--- src/core/smpc_pkg.sv ---
// shared constants, types and register map of the execution context controller
package smpc_pkg;
    localparam int unsigned SMPC_ADDR_W = 8;
    localparam int unsigned SMPC_DATA_W = 32;
    localparam int unsigned SMPC_IRQ_NUM_W = 5;
    localparam int unsigned SMPC_CTRL_W = 2;

    // register byte offsets
    localparam logic [SMPC_ADDR_W-1:0] SMPC_OFF_STATUS = 8'h00;
    localparam logic [SMPC_ADDR_W-1:0] SMPC_OFF_CTRL = 8'h04;
    localparam logic [SMPC_ADDR_W-1:0] SMPC_OFF_CTRL_NS = 8'h08;
    localparam logic [SMPC_ADDR_W-1:0] SMPC_OFF_IRQ_TGT = 8'h0c;

    // control register fields
    localparam int unsigned SMPC_CTRL_NPRIV_BIT = 0;
    localparam int unsigned SMPC_CTRL_SPSEL_BIT = 1;
    localparam logic [SMPC_CTRL_W-1:0] SMPC_CTRL_RST = 2'h0;

    // status register fields
    localparam int unsigned SMPC_STAT_HANDLER_BIT = 0;
    localparam int unsigned SMPC_STAT_SECURE_BIT = 1;
    localparam int unsigned SMPC_STAT_PRIV_BIT = 2;

    localparam logic [SMPC_DATA_W-1:0] SMPC_ZERO_WORD = 32'h0000_0000;

    // register select codes
    typedef enum logic [2:0] {
        SMPC_SEL_NONE = 3'h0,
        SMPC_SEL_STATUS = 3'h1,
        SMPC_SEL_CTRL = 3'h2,
        SMPC_SEL_CTRL_NS = 3'h3,
        SMPC_SEL_IRQ_TGT = 3'h4
    } smpc_sel_e;

    typedef enum logic [0:0] {
        SMPC_THREAD = 1'b0,
        SMPC_HANDLER = 1'b1
    } smpc_mode_e;

    // exception event from the core pipeline
    typedef struct packed {
        logic entry;
        logic is_irq;
        logic [SMPC_IRQ_NUM_W-1:0] irq_num;
        logic ret;
        logic ret_thread;
        logic ret_secure;
    } smpc_exc_s;

    // memory or resource access check request
    typedef struct packed {
        logic req;
        logic region_secure;
        logic priv_only;
    } smpc_acc_s;
endpackage : smpc_pkg

--- src/core/smpc_bank.sv ---
// two-copy banked register with secure and non-secure instances
`timescale 1ns/100ps
module smpc_bank #(
    parameter int unsigned WIDTH = smpc_pkg::SMPC_CTRL_W,
    parameter logic [WIDTH-1:0] RST_VAL = smpc_pkg::SMPC_CTRL_RST
) (
    input wire logic clk,
    input wire logic rst,
    input wire logic ce,
    input wire logic wr_en,
    input wire logic wr_ns,
    input wire logic [WIDTH-1:0] wr_data,
    input wire logic sel_ns,
    output logic [WIDTH-1:0] cur_val,
    output logic [WIDTH-1:0] s_val,
    output logic [WIDTH-1:0] ns_val
);
    logic [WIDTH-1:0] s_q;
    logic [WIDTH-1:0] s_d;
    logic [WIDTH-1:0] ns_q;
    logic [WIDTH-1:0] ns_d;

    always_comb begin
        s_d = s_q;
        ns_d = ns_q;
        if (wr_en && wr_ns) begin
            ns_d = wr_data;
        end else if (wr_en) begin
            s_d = wr_data;
        end
    end

    always_ff @(posedge clk) begin
        if (rst) begin
            s_q <= RST_VAL;
            ns_q <= RST_VAL;
        end else if (ce) begin
            s_q <= s_d;
            ns_q <= ns_d;
        end
    end

    // copy chosen by the current security state
    assign cur_val = sel_ns ? ns_q : s_q;
    assign s_val = s_q;
    assign ns_val = ns_q;
endmodule : smpc_bank

--- src/core/smpc_ctrl.sv ---
// execution mode, privilege and security state tracking with apb register access
//
// The APB slave port and the address map were decided locally.
`timescale 1ns/100ps
// Summary of operation
// - with the security option built, reset leaves the core in secure state.
// - thread or handler mode combines freely with secure or non-secure state.
// - banked registers keep secure and non-secure copies; current state selects one.
// - secure code may read the non-secure control copy too, and write it when privileged.
// - a per-interrupt bit picks the security state the interrupt is taken in.
// - non-secure execution is refused any access to secure memory.
// - reset leaves the core in thread mode.
// - exception return to non-exception code switches back to thread mode.
// - every exception entry puts the core in handler mode.
// - in thread mode the control register privilege bit decides privilege.
// - handler mode is always privileged whatever the control bit holds.
// - only privileged code may write the control register; others leave it.
// - the supervisor call instruction raises an exception into privileged handler code.
// - privileged code reaches all resources its security state allows; unprivileged code only unrestricted ones.
module smpc_ctrl #(
    parameter bit HAS_SEC = 1'b1,
    parameter int unsigned NUM_IRQ = 32
) (
    input wire logic clk,
    input wire logic rst,
    input wire logic ce,
    input wire logic psel,
    input wire logic penable,
    input wire logic pwrite,
    input wire logic [smpc_pkg::SMPC_ADDR_W-1:0] paddr,
    input wire logic [smpc_pkg::SMPC_DATA_W-1:0] pwdata,
    output logic [smpc_pkg::SMPC_DATA_W-1:0] prdata,
    output logic pready,
    output logic pslverr,
    input wire smpc_pkg::smpc_exc_s exc,
    input wire logic supervisor_call_instr,
    input wire smpc_pkg::smpc_acc_s acc,
    output logic handler_mode,
    output logic secure_state,
    output logic privileged,
    output logic call_taken,
    output logic acc_ok,
    output logic acc_fault
);
    smpc_pkg::smpc_mode_e mode_q;
    smpc_pkg::smpc_mode_e mode_d;
    logic sec_q;
    logic sec_d;
    logic priv_q;
    logic priv_d;
    logic call_q;
    logic call_d;
    logic acc_ok_q;
    logic acc_ok_d;
    logic acc_fault_q;
    logic acc_fault_d;
    logic [NUM_IRQ-1:0] irq_tgt_q;
    logic [NUM_IRQ-1:0] irq_tgt_d;
    logic pready_q;
    logic pready_d;
    logic pslverr_q;
    logic pslverr_d;
    logic [smpc_pkg::SMPC_DATA_W-1:0] prdata_q;
    logic [smpc_pkg::SMPC_DATA_W-1:0] prdata_d;

    logic [smpc_pkg::SMPC_CTRL_W-1:0] ctrl_cur;
    logic [smpc_pkg::SMPC_CTRL_W-1:0] ctrl_s;
    logic [smpc_pkg::SMPC_CTRL_W-1:0] ctrl_ns;
    logic ctrl_wr_en;
    logic ctrl_wr_ns;
    logic priv_now;
    logic entry_any;
    logic irq_ns_sel;
    logic apb_probe;
    logic apb_commit;
    smpc_pkg::smpc_sel_e sel;

    // register select from the bus address
    function automatic smpc_pkg::smpc_sel_e smpc_decode(
        input logic [smpc_pkg::SMPC_ADDR_W-1:0] addr
    );
        smpc_pkg::smpc_sel_e s;
        case (addr)
            smpc_pkg::SMPC_OFF_STATUS: s = smpc_pkg::SMPC_SEL_STATUS;
            smpc_pkg::SMPC_OFF_CTRL: s = smpc_pkg::SMPC_SEL_CTRL;
            smpc_pkg::SMPC_OFF_CTRL_NS: s = smpc_pkg::SMPC_SEL_CTRL_NS;
            smpc_pkg::SMPC_OFF_IRQ_TGT: s = smpc_pkg::SMPC_SEL_IRQ_TGT;
            default: s = smpc_pkg::SMPC_SEL_NONE;
        endcase
        return s;
    endfunction : smpc_decode

    assign sel = smpc_decode(paddr);
    assign apb_probe = psel && penable && !pready_q;
    // write lands only at the edge that sees pready high
    assign apb_commit = psel && penable && pready_q && pwrite && !pslverr_q;

    // handler ignores the thread privilege bit of the selected copy
    assign priv_now = (mode_q == smpc_pkg::SMPC_HANDLER) ||
                      !ctrl_cur[smpc_pkg::SMPC_CTRL_NPRIV_BIT];

    // supervisor call is folded into exception entry
    assign entry_any = exc.entry || supervisor_call_instr;
    assign irq_ns_sel = irq_tgt_q[exc.irq_num];

    // control writes need privilege; ns alias needs secure state
    always_comb begin
        ctrl_wr_en = 1'b0;
        ctrl_wr_ns = !sec_q;
        if (apb_commit && priv_now) begin
            if (sel == smpc_pkg::SMPC_SEL_CTRL) begin
                ctrl_wr_en = 1'b1;
                ctrl_wr_ns = !sec_q;
            end else if (sel == smpc_pkg::SMPC_SEL_CTRL_NS && sec_q) begin
                ctrl_wr_en = 1'b1;
                ctrl_wr_ns = 1'b1;
            end
        end
    end

    smpc_bank #(
        .WIDTH(smpc_pkg::SMPC_CTRL_W),
        .RST_VAL(smpc_pkg::SMPC_CTRL_RST)
    ) u_ctrl_bank (
        .clk(clk),
        .rst(rst),
        .ce(ce),
        .wr_en(ctrl_wr_en),
        .wr_ns(ctrl_wr_ns),
        .wr_data(pwdata[smpc_pkg::SMPC_CTRL_W-1:0]),
        .sel_ns(!sec_q),
        .cur_val(ctrl_cur),
        .s_val(ctrl_s),
        .ns_val(ctrl_ns)
    );

    // mode and security state; entry wins over a same-cycle return
    always_comb begin
        mode_d = mode_q;
        sec_d = sec_q;
        if (entry_any) begin
            mode_d = smpc_pkg::SMPC_HANDLER;
            if (exc.entry && exc.is_irq && !supervisor_call_instr) begin
                sec_d = HAS_SEC && !irq_ns_sel;
            end
        end else if (exc.ret) begin
            if (exc.ret_thread) begin
                mode_d = smpc_pkg::SMPC_THREAD;
            end
            sec_d = HAS_SEC && exc.ret_secure;
        end
    end

    // access checks: security first, then privilege
    always_comb begin
        priv_d = priv_now;
        call_d = supervisor_call_instr;
        acc_ok_d = 1'b0;
        acc_fault_d = 1'b0;
        if (acc.req) begin
            if (acc.region_secure && !sec_q) begin
                acc_fault_d = 1'b1;
            end else if (acc.priv_only && !priv_now) begin
                acc_fault_d = 1'b1;
            end else begin
                acc_ok_d = 1'b1;
            end
        end
    end

    // apb slave: one wait state, response registered
    always_comb begin
        pready_d = 1'b0;
        pslverr_d = 1'b0;
        prdata_d = prdata_q;
        irq_tgt_d = irq_tgt_q;
        if (apb_probe) begin
            pready_d = 1'b1;
            prdata_d = smpc_pkg::SMPC_ZERO_WORD;
            case (sel)
                smpc_pkg::SMPC_SEL_STATUS: begin
                    prdata_d[smpc_pkg::SMPC_STAT_HANDLER_BIT] = (mode_q == smpc_pkg::SMPC_HANDLER);
                    prdata_d[smpc_pkg::SMPC_STAT_SECURE_BIT] = sec_q;
                    prdata_d[smpc_pkg::SMPC_STAT_PRIV_BIT] = priv_now;
                    pslverr_d = pwrite;
                end
                smpc_pkg::SMPC_SEL_CTRL: begin
                    prdata_d[smpc_pkg::SMPC_CTRL_W-1:0] = ctrl_cur;
                end
                smpc_pkg::SMPC_SEL_CTRL_NS: begin
                    // the alias is invisible from non-secure state
                    if (sec_q) begin
                        prdata_d[smpc_pkg::SMPC_CTRL_W-1:0] = ctrl_ns;
                    end else begin
                        pslverr_d = 1'b1;
                    end
                end
                smpc_pkg::SMPC_SEL_IRQ_TGT: begin
                    if (sec_q) begin
                        prdata_d[NUM_IRQ-1:0] = irq_tgt_q;
                    end
                end
                default: begin
                    pslverr_d = 1'b1;
                end
            endcase
        end
        if (apb_commit && sel == smpc_pkg::SMPC_SEL_IRQ_TGT && sec_q && priv_now) begin
            irq_tgt_d = pwdata[NUM_IRQ-1:0];
        end
    end

    always_ff @(posedge clk) begin
        if (rst) begin
            mode_q <= smpc_pkg::SMPC_THREAD;
            sec_q <= HAS_SEC;
            priv_q <= 1'b1;
            call_q <= 1'b0;
            acc_ok_q <= 1'b0;
            acc_fault_q <= 1'b0;
            irq_tgt_q <= '0;
            pready_q <= 1'b0;
            pslverr_q <= 1'b0;
            prdata_q <= smpc_pkg::SMPC_ZERO_WORD;
        end else if (ce) begin
            mode_q <= mode_d;
            sec_q <= sec_d;
            priv_q <= priv_d;
            call_q <= call_d;
            acc_ok_q <= acc_ok_d;
            acc_fault_q <= acc_fault_d;
            irq_tgt_q <= irq_tgt_d;
            pready_q <= pready_d;
            pslverr_q <= pslverr_d;
            prdata_q <= prdata_d;
        end
    end

    assign prdata = prdata_q;
    assign pready = pready_q;
    assign pslverr = pslverr_q;
    assign handler_mode = (mode_q == smpc_pkg::SMPC_HANDLER);
    assign secure_state = sec_q;
    assign privileged = priv_q;
    assign call_taken = call_q;
    assign acc_ok = acc_ok_q;
    assign acc_fault = acc_fault_q;
endmodule : smpc_ctrl

--- config.mk ---
export PLATFORM = sky130hd
export DESIGN_NAME = smpc_ctrl
export DESIGN_NICKNAME = d
export VERILOG_FILES = /design/src/core/smpc_pkg.sv /design/src/core/smpc_bank.sv /design/src/core/smpc_ctrl.sv
export SDC_FILE = /design/constraint.sdc
export NUM_CORES = 1
export LEC_CHECK = 0
export BUFFER_PORTS_ARGS = -buffer_cell sky130_fd_sc_hd__buf_4
export CAP_MARGIN = 10
export CORE_ASPECT_RATIO = 0.7
export CORE_MARGIN = 8
export CORE_UTILIZATION = 35
export CTS_BUF_LIST = sky130_fd_sc_hd__clkbuf_2
export CTS_CLUSTER_SIZE = 12
export DETAILED_ROUTE_END_ITERATION = 7
export GPL_TIMING_DRIVEN = 0
export PLACE_DENSITY = 0.65
export SETUP_SLACK_MARGIN = 0.3
export SKIP_LAST_GASP = 1
export SYNTH_ARGS = -nofsm -noshare
export SYNTH_HDL_FRONTEND = slang
export SYNTH_SLANG_ARGS = --single-unit
--- constraint.sdc ---
create_clock -name clk -period 2.85 [get_ports clk]
set_clock_uncertainty 0.2 [all_clocks]
set_input_delay 0.285 -clock clk [delete_from_list [all_inputs] [get_ports clk]]
set_output_delay 0.285 -clock clk [all_outputs]
set_load 0.01 [all_outputs]
# Word level (Yosys, flattened, before mapping)
# Cells that the tools add are included.
word_totals:
  regBits: 76
  elab_cells: 87
classes:
  n_lt_le_gt_ge: 1
  n_eq_ne: 8
  n_mux: 31
  bitwise_logic: 1
  n_reduce_logical: 34
ops:
  columns: ["op", "count"]
  rows:
  - ["$mux 32", 1]
  - ["$mux 29", 1]
  - ["$mux 1", 22]
  - ["$eq 8x4->1 const B", 2]
  - ["$logic_and 1x1->1", 15]
  - ["$pmux 3 s4", 1]
  - ["$reduce_and 3->1", 3]
  - ["$eq 8x3->1 const B", 1]
  - ["$logic_not 8->1", 1]
  - ["$pmux 2 s4", 1]
  - ["$logic_not 1->1", 7]
  - ["$eq 3x2->1 const B", 2]
  - ["$lt 5x6->1 const B", 1]
  - ["$reduce_and 2->1", 3]
  - ["$bmux 1 s5", 1]
  - ["$mux 2", 2]
  - ["$reduce_bool 2->1", 2]
  - ["$eq 3x1->1 const B", 1]
  - ["$eq 3x3->1 const B", 1]
  - ["$pmux 1 s3", 1]
  - ["$logic_or 1x1->1", 2]
  - ["$ne 2x1->1 const B", 1]
  - ["$pmux 1 s2", 1]
  - ["$reduce_or 2->1", 1]
  - ["$not 1->1", 1]

# Logic depth before layout (Yosys ltp)
# Gate-level depths: netlist of run 1.
depth:
  word_depth: 10
  ltp_mapped: 8
  mapped_depth_nobuf: 5

# Modules after synthesis
# Synthesis of run 1 repeated with hierarchy kept, for this count alone.
unflattened:
  cells_unflattened: 376
  area_unflattened_um2: 3403.3
modules_own_cells:
  columns: ["module", "instances", "cells_per_inst", "area_per_inst_um2", "seq_area_each_um2"]
  rows:
  - ["smpc_ctrl", 1, 358, 3205.6, 1441.4]
  - ["smpc_bank", 1, 18, 197.7, 80.1]

# Worst setup path after synthesis of run 1
# No wires, ideal clock.
synth_timing:
  path_type: "register to register"
  from: "register sec_q (netlist: secure_state)"
  to: "register irq_tgt_q[0]"
  setup_time_ns: 0.132
  arrival_time_ns: 1.793
  path_slack_ns: 0.725
  stages_incl_launch_ff: 9
  path_buffers: 3
  synth_period_minus_slack_ns: 2.125
  cell_sequence: "dfxtp_1 > buf_6 > mux2i_2 > o2111ai_2 > or4_1 > buf_2 > buf_6 > nand2_1 > a21oi_1"
synth_via:
  elab_chain_len: 5
  word_cells_on_any_way: 6
  cone_classes: "mux (1); reduce/logical (5)"
synth_lines:
  columns: ["item", "line_no", "text"]
  rows:
  - ["start, declared", "smpc_ctrl.sv:47", "logic sec_q;"]
  - ["start signal, assigned", "smpc_ctrl.sv:216", "sec_q <= HAS_SEC;"]
  - ["start signal, assigned", "smpc_ctrl.sv:227", "sec_q <= sec_d;"]
  - ["$mux 2", "smpc_bank.sv:44", "assign cur_val = sel_ns ? ns_q : s_q;"]
  - ["$logic_not 1->1", "smpc_ctrl.sv:100", "!ctrl_cur[smpc_pkg::SMPC_CTRL_NPRIV_BIT];"]
  - ["$logic_or 1x1->1", "smpc_ctrl.sv:99", "assign priv_now = (mode_q == smpc_pkg::SMPC_HANDLER) ||"]
  - ["$logic_and 1x1->1 *", "smpc_ctrl.sv:208", "if (apb_commit && sel == smpc_pkg::SMPC_SEL_IRQ_TGT && sec_q && priv_now) begin"]
  - ["$reduce_and 2->1 (no source line) *", null, null]
  - ["end signal, assigned", "smpc_ctrl.sv:232", "irq_tgt_q <= irq_tgt_d;"]
  - ["end, declared", "smpc_ctrl.sv:57", "logic [NUM_IRQ-1:0] irq_tgt_q;"]
# Mark *: on every way between the ends. The rest lies on a longest branch, timed or not.
# A chain may end at the register's enable or synchronous reset.

# Final worst setup path of run 1
layout_timing:
  from: "input port supervisor_call_instr"
  to: "register sec_q (netlist: secure_state)"
layout_via:
  elab_chain_len: 4
  word_cells_on_any_way: 7
  cone_classes: "eq/ne (1); mux (1); reduce/logical (5)"
layout_lines:
  columns: ["item", "line_no", "text"]
  rows:
  - ["start, declared", "smpc_ctrl.sv:36", "input wire logic supervisor_call_instr,"]
  - ["$logic_not 1->1", "smpc_ctrl.sv:143", "if (exc.entry && exc.is_irq && !supervisor_call_instr) begin"]
  - ["$logic_and 1x1->1", "smpc_ctrl.sv:143", null]
  - ["$ne 2x1->1 (no source line)", null, null]
  - ["$reduce_and 3->1 (no source line)", null, null]
# Parallel ways exist; a longest one is shown, timed or not.

==> Flow_metrics.wiki, run 1 <==
{| class="wikitable"
! Metric !! Value
|-
| Die extent in y || 95.5 um
|-
| P_sw || 472 uW
|-
| Hold violation count in the final report || 0
|-
| Share of layout cells above drive strength 1 || 25.2%
|-
| Worst-path maximum fanout || 4
|-
| DR iter-0 viols || 270
|-
| Largest area contributor in the synthesized netlist || dfxtp_1
|-
| Remaining global-route overflow || 0
|-
| Critical Path End Type || register
|-
| Count of state elements after synthesis || 76
|-
| Layout overhead on the synthesized area || 44.9%
|-
| Count of max-cap constraint violations || 0
|-
| Wirelength, routed || 10.5 mm
|-
| Share of power burned in combinational logic || 11.2%
|-
| Cells after Synth || 365
|-
| Worst slew pin tran || 0.643 ns
|-
| Share of synthesized area spent on multiplexers || 8.56%
|-
| Run status || finished, final reports clean
|-
| Count of fill cells added during filler insertion || 856
|-
| Maximum ir drop on the vdd rail || 0.241 mV
|-
| Max Root-Sink Buffers || 2
|-
| Placer's final routability congestion estimate || 0.854
|-
| Post-synthesis share of cell area spent on xor and xnor gates || 0%
|-
| Main combinational cell family by area after synthesis || simple AND/OR/NAND/NOR gates
|-
| Dominant cells by area after synthesis || dfxtp_1, nand2_1, a22oi_1
|-
| Area inside the core boundary || 8930 um^2
|-
| Fin Setup TNS || 0 ns
|-
| Final number of setup-violating endpoints || 0
|-
| Total number of vias || 3,237
|-
| Number of global-route vias before repair || 3,180
|-
| Wire length of the first global-routing pass || 16.4 mm
|-
| Area taken by flip-flops and latches || 1520 um^2
|-
| Half-perimeter wire length after detailed placement || 7.64 mm
|-
| DRC errors left || 0
|-
| Proportion of netlist area held by the largest area contributor || 48.2%
|-
| Multi-input gate area in the final layout || 1470 um^2
|-
| Simple-gate share of the synthesized area || 20.4%
|-
| Net count of the finished layout || 574
|-
| Number of antenna violations at the first check in global routing || 0
|-
| Post-route cell area || 4580 um^2
|-
| Total Routing Usage GR || 17.1%
|-
| Final Critical Period || 2.44 ns
|-
| Pwr Density || 406 nW/um^2
|-
| Proportion of total power due to net switching || 25.4%
|-
| Type of origin of the critical path || input port
|-
| Async set-reset flop share out of synthesis || 0%
|-
| Maximum achievable frequency || 410 MHz
|-
| Die area || 12,400 um^2
|-
| Final worst path period share || 85.5%
|-
| Flop pwr share || 57.8%
|-
| Total setup buffers inserted after CTS || 0
|-
| Port Buffers || 94
|-
| Clock transition at the registers of the reported paths || 0.21 ns
|-
| Post-route total power || 1.86 mW
|-
| Internal || 1.38 mW
|-
| Count of flip-flops with a built-in enable after synthesis || 0
|-
| Cell variety after synth || 36
|-
| Die Width || 130 um
|-
| Number of rows in the core area || 29
|-
| WP data required || 3.12 ns
|-
| Top-level port count || 100
|-
| Insertion delay to the later sink of the worst-skew pair || 0.55 ns
|-
| Worst path arrival time || 2.71 ns
|-
| RSZ-0062 raised after global routing || no
|-
| Vias/cell || 5.03
|-
| TritonCTS clock tree || built
|-
| Type of the worst min-delay path || in -> reg
|-
| Adder and majority cell fraction of the synthesized area || 0%
|-
| Starting density of the core || 35.4%
|-
| Pin count of the biggest net entering global routing || 13
|-
| Post-synth design cell area || 3160 um^2
|-
| Worst setup path class || in -> reg
|-
| Post-route ant nets || 0
|-
| Fraction of the mapped netlist area in compound gates || 17.5%
|-
| Post-synthesis sequential area ratio || 48.2%
|-
| Leakage Power || 1.78 nW
|-
| Average cell area after synthesis || 8.65 um^2
|-
| Sink count of the clock tree || 76
|-
| Cell Area, Placed || 4020 um^2
|-
| Mean routed wirelength per cell || 16.2 um
|-
| Total CTS buffers || 9
|-
| Synthesized Nets || 425
|-
| Most used flip-flop cell after synthesis || dfxtp_1
|-
| Part of the power in the clock network || 31.0%
|-
| Number of optimization iterations in the first detailed-route pass || 5
|-
| Count of synthesis-stage warnings from yosys || 0
|-
| Number of pins exceeding their max-slew limit in the final report || 0
|-
| Clock root buffer || clkbuf_2
|-
| Headroom to the max-slew limit || 56.8%
|-
| Htree depth || 3
|}
==> registers in the layout, indices dropped and copies added, names as in the netlist <==
signal	flops
call_taken	1
prdata	32
irq_tgt_q	32
pslverr	1
acc_ok	1
u_ctrl_bank.s_val	2
acc_fault	1
handler_mode	1
secure_state	1
privileged	1
pready	1
u_ctrl_bank.ns_val	2
==> area by class of cell <==
type / count / share of cell area [%]
Multi-Input combinational cell: 254 / 32.2
Sequential cell: 76 / 33.3
Tap cell: 124 / 3.39
Timing Repair Buffer: 138 / 25.0
Antenna cell: 1 / 0.0547
Clock buffer: 10 / 1.09
Inverter: 6 / 0.492
Buffer: 29 / 3.25
Clock inverter: 6 / 1.20
==> path summary, 6_finish.rpt <==
| kind | start | endpoint | slack (ns) | cells after the start |
|---|---|---|---|---|
| setup / recovery | supervisor_call_instr | secure_state$_SDFFE_PP1P_ | 0.41 | 8 |
| hold reg to reg | prdata[1]$_SDFFE_PP0P_ | prdata[1]$_SDFFE_PP0P_ | 0.28 | 2 |
| hold / removal | acc[1] | acc_fault$_SDFFE_PP0P_ | 0.01 | 4 |
| setup reg to reg | secure_state$_SDFFE_PP1P_ | irq_tgt_q[8]$_SDFFE_PP0P_ | 0.52 | 7 |
==> cell usage in the layout, fill, tap and decap left out, types with 3 or more instances in the layout <==
cell type      Yosys  routed
buf_4              0      94
dfxtp_1           76      76
nand2_1           73      73
dlygate4sd3_1      0      44
nor2_1            43      43
a21oi_1           39      39
a22oi_1           32      32
clkbuf_1          18      17
clkbuf_2           0      11
mux2i_1           11      11
buf_2              7       7
nand2b_1           7       7
inv_1              6       6
mux4_2             6       6
nor2b_1            5       5
nor3_1             5       5
buf_6              4       4
nand3_1            4       4
o21ai_0            4       4
nor4_1             3       3
==> synthesized netlist by cell type, types with 2 or more instances <==
library cell and count:
o22ai_1 2, and3_1 2, mux2i_1 11, nor2_1 43, buf_6 4, nor3_1 5, a21oi_1 39, nor4_1 3
dfxtp_1 76, nand2b_1 7, o21ai_0 4, o221ai_1 2, nor2b_1 5, clkbuf_1 18, nand2_1 73, buf_2 7
a22oi_1 32, mux4_2 6, nand3_1 4, inv_1 6
==> kinds of logic after synthesis <==
logic type             Yosys count
muxes                           19
buffers and inverters           35
and+or+nand+nor                149
DFF                             76
AOI/OAI and AO/OA               86
==> power by group through the flow <==
| stage | combinational, mW | clock, mW | sequential [mW] |
|---|---|---|---|
| after floorplan | 0.0640 | 0 | 1.10 |
| after global placement | 0.154 | 0 | 1.09 |
| after detailed placement | 0.157 | 0 | 1.09 |
| after CTS | 0.205 | 0.578 | 1.07 |
| after global routing | 0.224 | 0.623 | 1.08 |
| final | 0.209 | 0.575 | 1.07 |
==> stage by stage <==
| stage | hold WS (ns) | worst slack, ns | cells | utilization [%] |
|---|---|---|---|---|
| 6_report | 0.0118 | 0.413 | 644 | 51.3 |
| 4_1_cts | 0.0103 | 0.351 | 643 | 51.1 |
| 2_1_floorplan | 0.225 | 0.725 | 365 | - |
| 3_3_place_gp | 0.254 | 0.414 | 583 | 45.0 |
| 3_5_place_dp | 0.261 | 0.425 | 583 | 45.0 |
| 5_1_grt | 0.0385 | 0.314 | 643 | 51.2 |
==> worst max-delay path, stage by stage <==
cell and delay [ns]:
dlygate4sd3_1 0.54, buf_4 0.14, or2_1 0.26, nand2b_1 0.17, nor4_1 0.08, a2111oi_0 0.46
a32oi_1 0.18, dlygate4sd3_1 0.58
==> routing by layer <==
layer	GRT usage, %	share of wire (%)	vias to the layer above
met5	0	0	-
met4	5.58	1.7	0
met3	5.31	9.4	24
met2	26.0	43	152
met1	22.7	46	1492
li1	-	-	1569
==> timing repair <==
item	in CTS	in global routing
endpoints found under the setup margin	0	31
resized for setup	0	3
endpoints found under the hold margin	43	0
hold buffers	44	0
Note: power is estimated with default switching activity, not from simulation.
==> inputs of run 2 (changes only) <==
CAP_MARGIN = not set   (was 10)
CORE_MARGIN = not set   (was 8)
clock period = 2.6 ns   (was 2.85 ns; I/O delays follow)
==> run 2 against run 1 <==
  * The run now ends with hold timing left
  * Global-route usage grew 4.5 points
  * Combinational power grew 11%
  * Clock power grew 23%
==> Flow_metrics.wiki, run 2 (synthesis results as in run 1) <==
{| class="wikitable"
! Metric !! Value
|-
| Run status || finished with violations
|-
| Violations in the final reports || hold timing
|-
| Commonest non-fill, non-tap cells in the layout || buf_4, dfxtp_1, nand2_1
|-
| Type of the worst min-delay path || in -> reg
|-
| Worst-path maximum fanout || 7
|-
| Area inside the core boundary || 8580 um^2
|-
| Critical Path End Type || register
|-
| Number of cells in the finished layout apart from fillers || 641
|-
| Maximum achievable frequency || 452 MHz
|-
| Wirelength, routed || 9.70 mm
|-
| Max Root-Sink Buffers || 2
|-
| Pin count of the biggest net entering global routing || 13
|-
| Die area || 9410 um^2
|-
| Fin Setup TNS || 0 ns
|-
| Top-level port count || 100
|-
| Final Critical Period || 2.21 ns
|-
| Worst hold slack || -0.00514 ns
|-
| Worst path arrival time || 2.40 ns
|-
| Mean routed wirelength per cell || 15.1 um
|-
| Cell Area, Placed || 4010 um^2
|-
| Total Routing Usage GR || 21.5%
|-
| Final number of setup-violating endpoints || 0
|-
| Number of buffers and inverters on the critical path || 1
|-
| Wire length of the first global-routing pass || 15.2 mm
|-
| Port Buffers || 94
|-
| Number of optimization iterations in the first detailed-route pass || 5
|-
| DRC errors left || 0
|-
| Count of max-cap constraint violations || 0
|-
| RSZ-0062 raised after global routing || no
|-
| DR iter-0 viols || 279
|-
| Clock transition at the registers of the reported paths || 0.20 ns
|-
| R2R depth || 6
|-
| Number of global-route vias before repair || 3,037
|-
| Number of antenna cells inserted || 0
|-
| Type of origin of the critical path || register
|-
| Insertion delay to the later sink of the worst-skew pair || 0.51 ns
|-
| Clock root buffer || clkbuf_2
|-
| Number of pins exceeding their max-slew limit in the final report || 0
|-
| Leakage Power || 1.81 nW
|-
| Post-route cell area || 4650 um^2
|-
| Die Width || 116 um
|-
| Starting density of the core || 36.8%
|-
| Stage delay of the slowest cell on the critical path || 0.61 ns
|-
| Final worst path period share || 85.1%
|-
| Half-perimeter wire length after detailed placement || 6.88 mm
|-
| Die extent in y || 81.5 um
|-
| Total number of vias || 3,182
|-
| Number of antenna violations at the first check in global routing || 0
|-
| Critical Path Stages || 6
|-
| Total CTS buffers || 9
|-
| Worst setup path class || reg -> reg
|-
| Family of cells with the greatest summed delay on the critical path || simple AND/OR/NAND/NOR gates
|-
| Maximum ir drop on the vdd rail || 0.194 mV
|-
| Vias/cell || 4.96
|-
| WP data required || 2.78 ns
|-
| Headroom to the max-slew limit || 57.5%
|-
| Leading cell type in the layout, fill and taps excluded || buf_4
|-
| Number of rows in the core area || 28
|-
| Hold violation count in the final report || 1
|-
| Remaining global-route overflow || 0
|-
| Htree depth || 3
|-
| Net count of the finished layout || 577
|-
| Sequence of cells on the critical path || buf_6 > mux2i_4 > o2111ai_4 > nor4_1 > mux2i_1 > nor2_1
|-
| Placed cells || 579
|-
| Share of layout cells above drive strength 1 || 26.1%
|-
| Layout overhead on the synthesized area || 47.2%
|-
| Post-route ant nets || 0
|-
| Cell at the slowest stage of the critical path || nor4_1
|-
| TritonCTS clock tree || built
|-
| Placer's final routability congestion estimate || 0.869
|-
| Pwr Density || 456 nW/um^2
|-
| Number of cells traversed by the worst hold path || 4
|-
| Worst slew pin tran || 0.632 ns
|-
| Sink count of the clock tree || 76
|}
run 2: cell types whose count changed in the layout (fill, tap and decap cells not counted), sizes merged:
cell | before | now
clkinv | 4 | 3
bufinv | 1 | 2
clkinvlp | 1 | 0
buf | 105 | 108
diode | 1 | 0
run 2: what timing repair did:
item	in CTS	in global routing
hold endpoints to repair	43	1
setup endpoints to repair	30	31
hold buffers	43	1
cloned	0	0
setup buffers	0	3
gates resized for setup	1	8
pin swaps	1	2
run 2: report_power, final:
group          switching [mW]  total [mW]  internal, mW
sequential            0.00469        1.18          1.17
combinational          0.0991       0.232         0.132
clock                   0.395       0.710         0.315
total                   0.499        2.12          1.62
run 2: area by class of cell:
class,count,area (um^2)
plain buffers,29,154
clock buffers,10,50.0
clock inverters,5,77.6
fillers,806,3940
inverters,6,22.5
multi-input cells,254,1500
flip-flops and latches,76,1520
well taps,120,150
repair buffers,141,1170
run 2: through the flow:
step | setup slack [ns] | hold slack (ns) | total power, mW | util (%)
floorplan | 0.475 | 0.200 | 1.27 | -
global placement | 0.182 | 0.254 | 1.37 | 46.7
detailed placement | 0.156 | 0.259 | 1.37 | 46.7
CTS | 0.303 | 0.00513 | 2.12 | 53.4
global route | 0.302 | 0.00668 | 2.20 | 54.2
finish | 0.387 | -0.00514 | 2.12 | 54.2
run 2: worst min-delay path: cells and delay by family:
family          cells  cell delay [ns]
compound gates      2             0.19
simple gates        1             0.14
buf+inv             1             0.08
run 2: worst paths after layout:
kind	from	end	slack (ns)
hold / removal	acc[0]	acc_fault$_SDFFE_PP0P_	-0.005
setup / recovery	secure_state$_SDFFE_PP1P_	u_ctrl_bank.s_val[1]$_SDFFE_PP0P_	0.39
hold reg to reg	irq_tgt_q[31]$_SDFFE_PP0P_	irq_tgt_q[31]$_SDFFE_PP0P_	0.29
setup reg to reg	secure_state$_SDFFE_PP1P_	u_ctrl_bank.s_val[1]$_SDFFE_PP0P_	0.39
run 2: routing by layer:
| layer | GRT usage, % | up-vias | share of wire [%] |
|---|---|---|---|
| met5 | 0 | - | 0 |
| met4 | 5.71 | 0 | 0.94 |
| met3 | 4.65 | 12 | 5.5 |
| met2 | 33.7 | 102 | 45 |
| met1 | 30.1 | 1498 | 49 |
| li1 | - | 1570 | - |
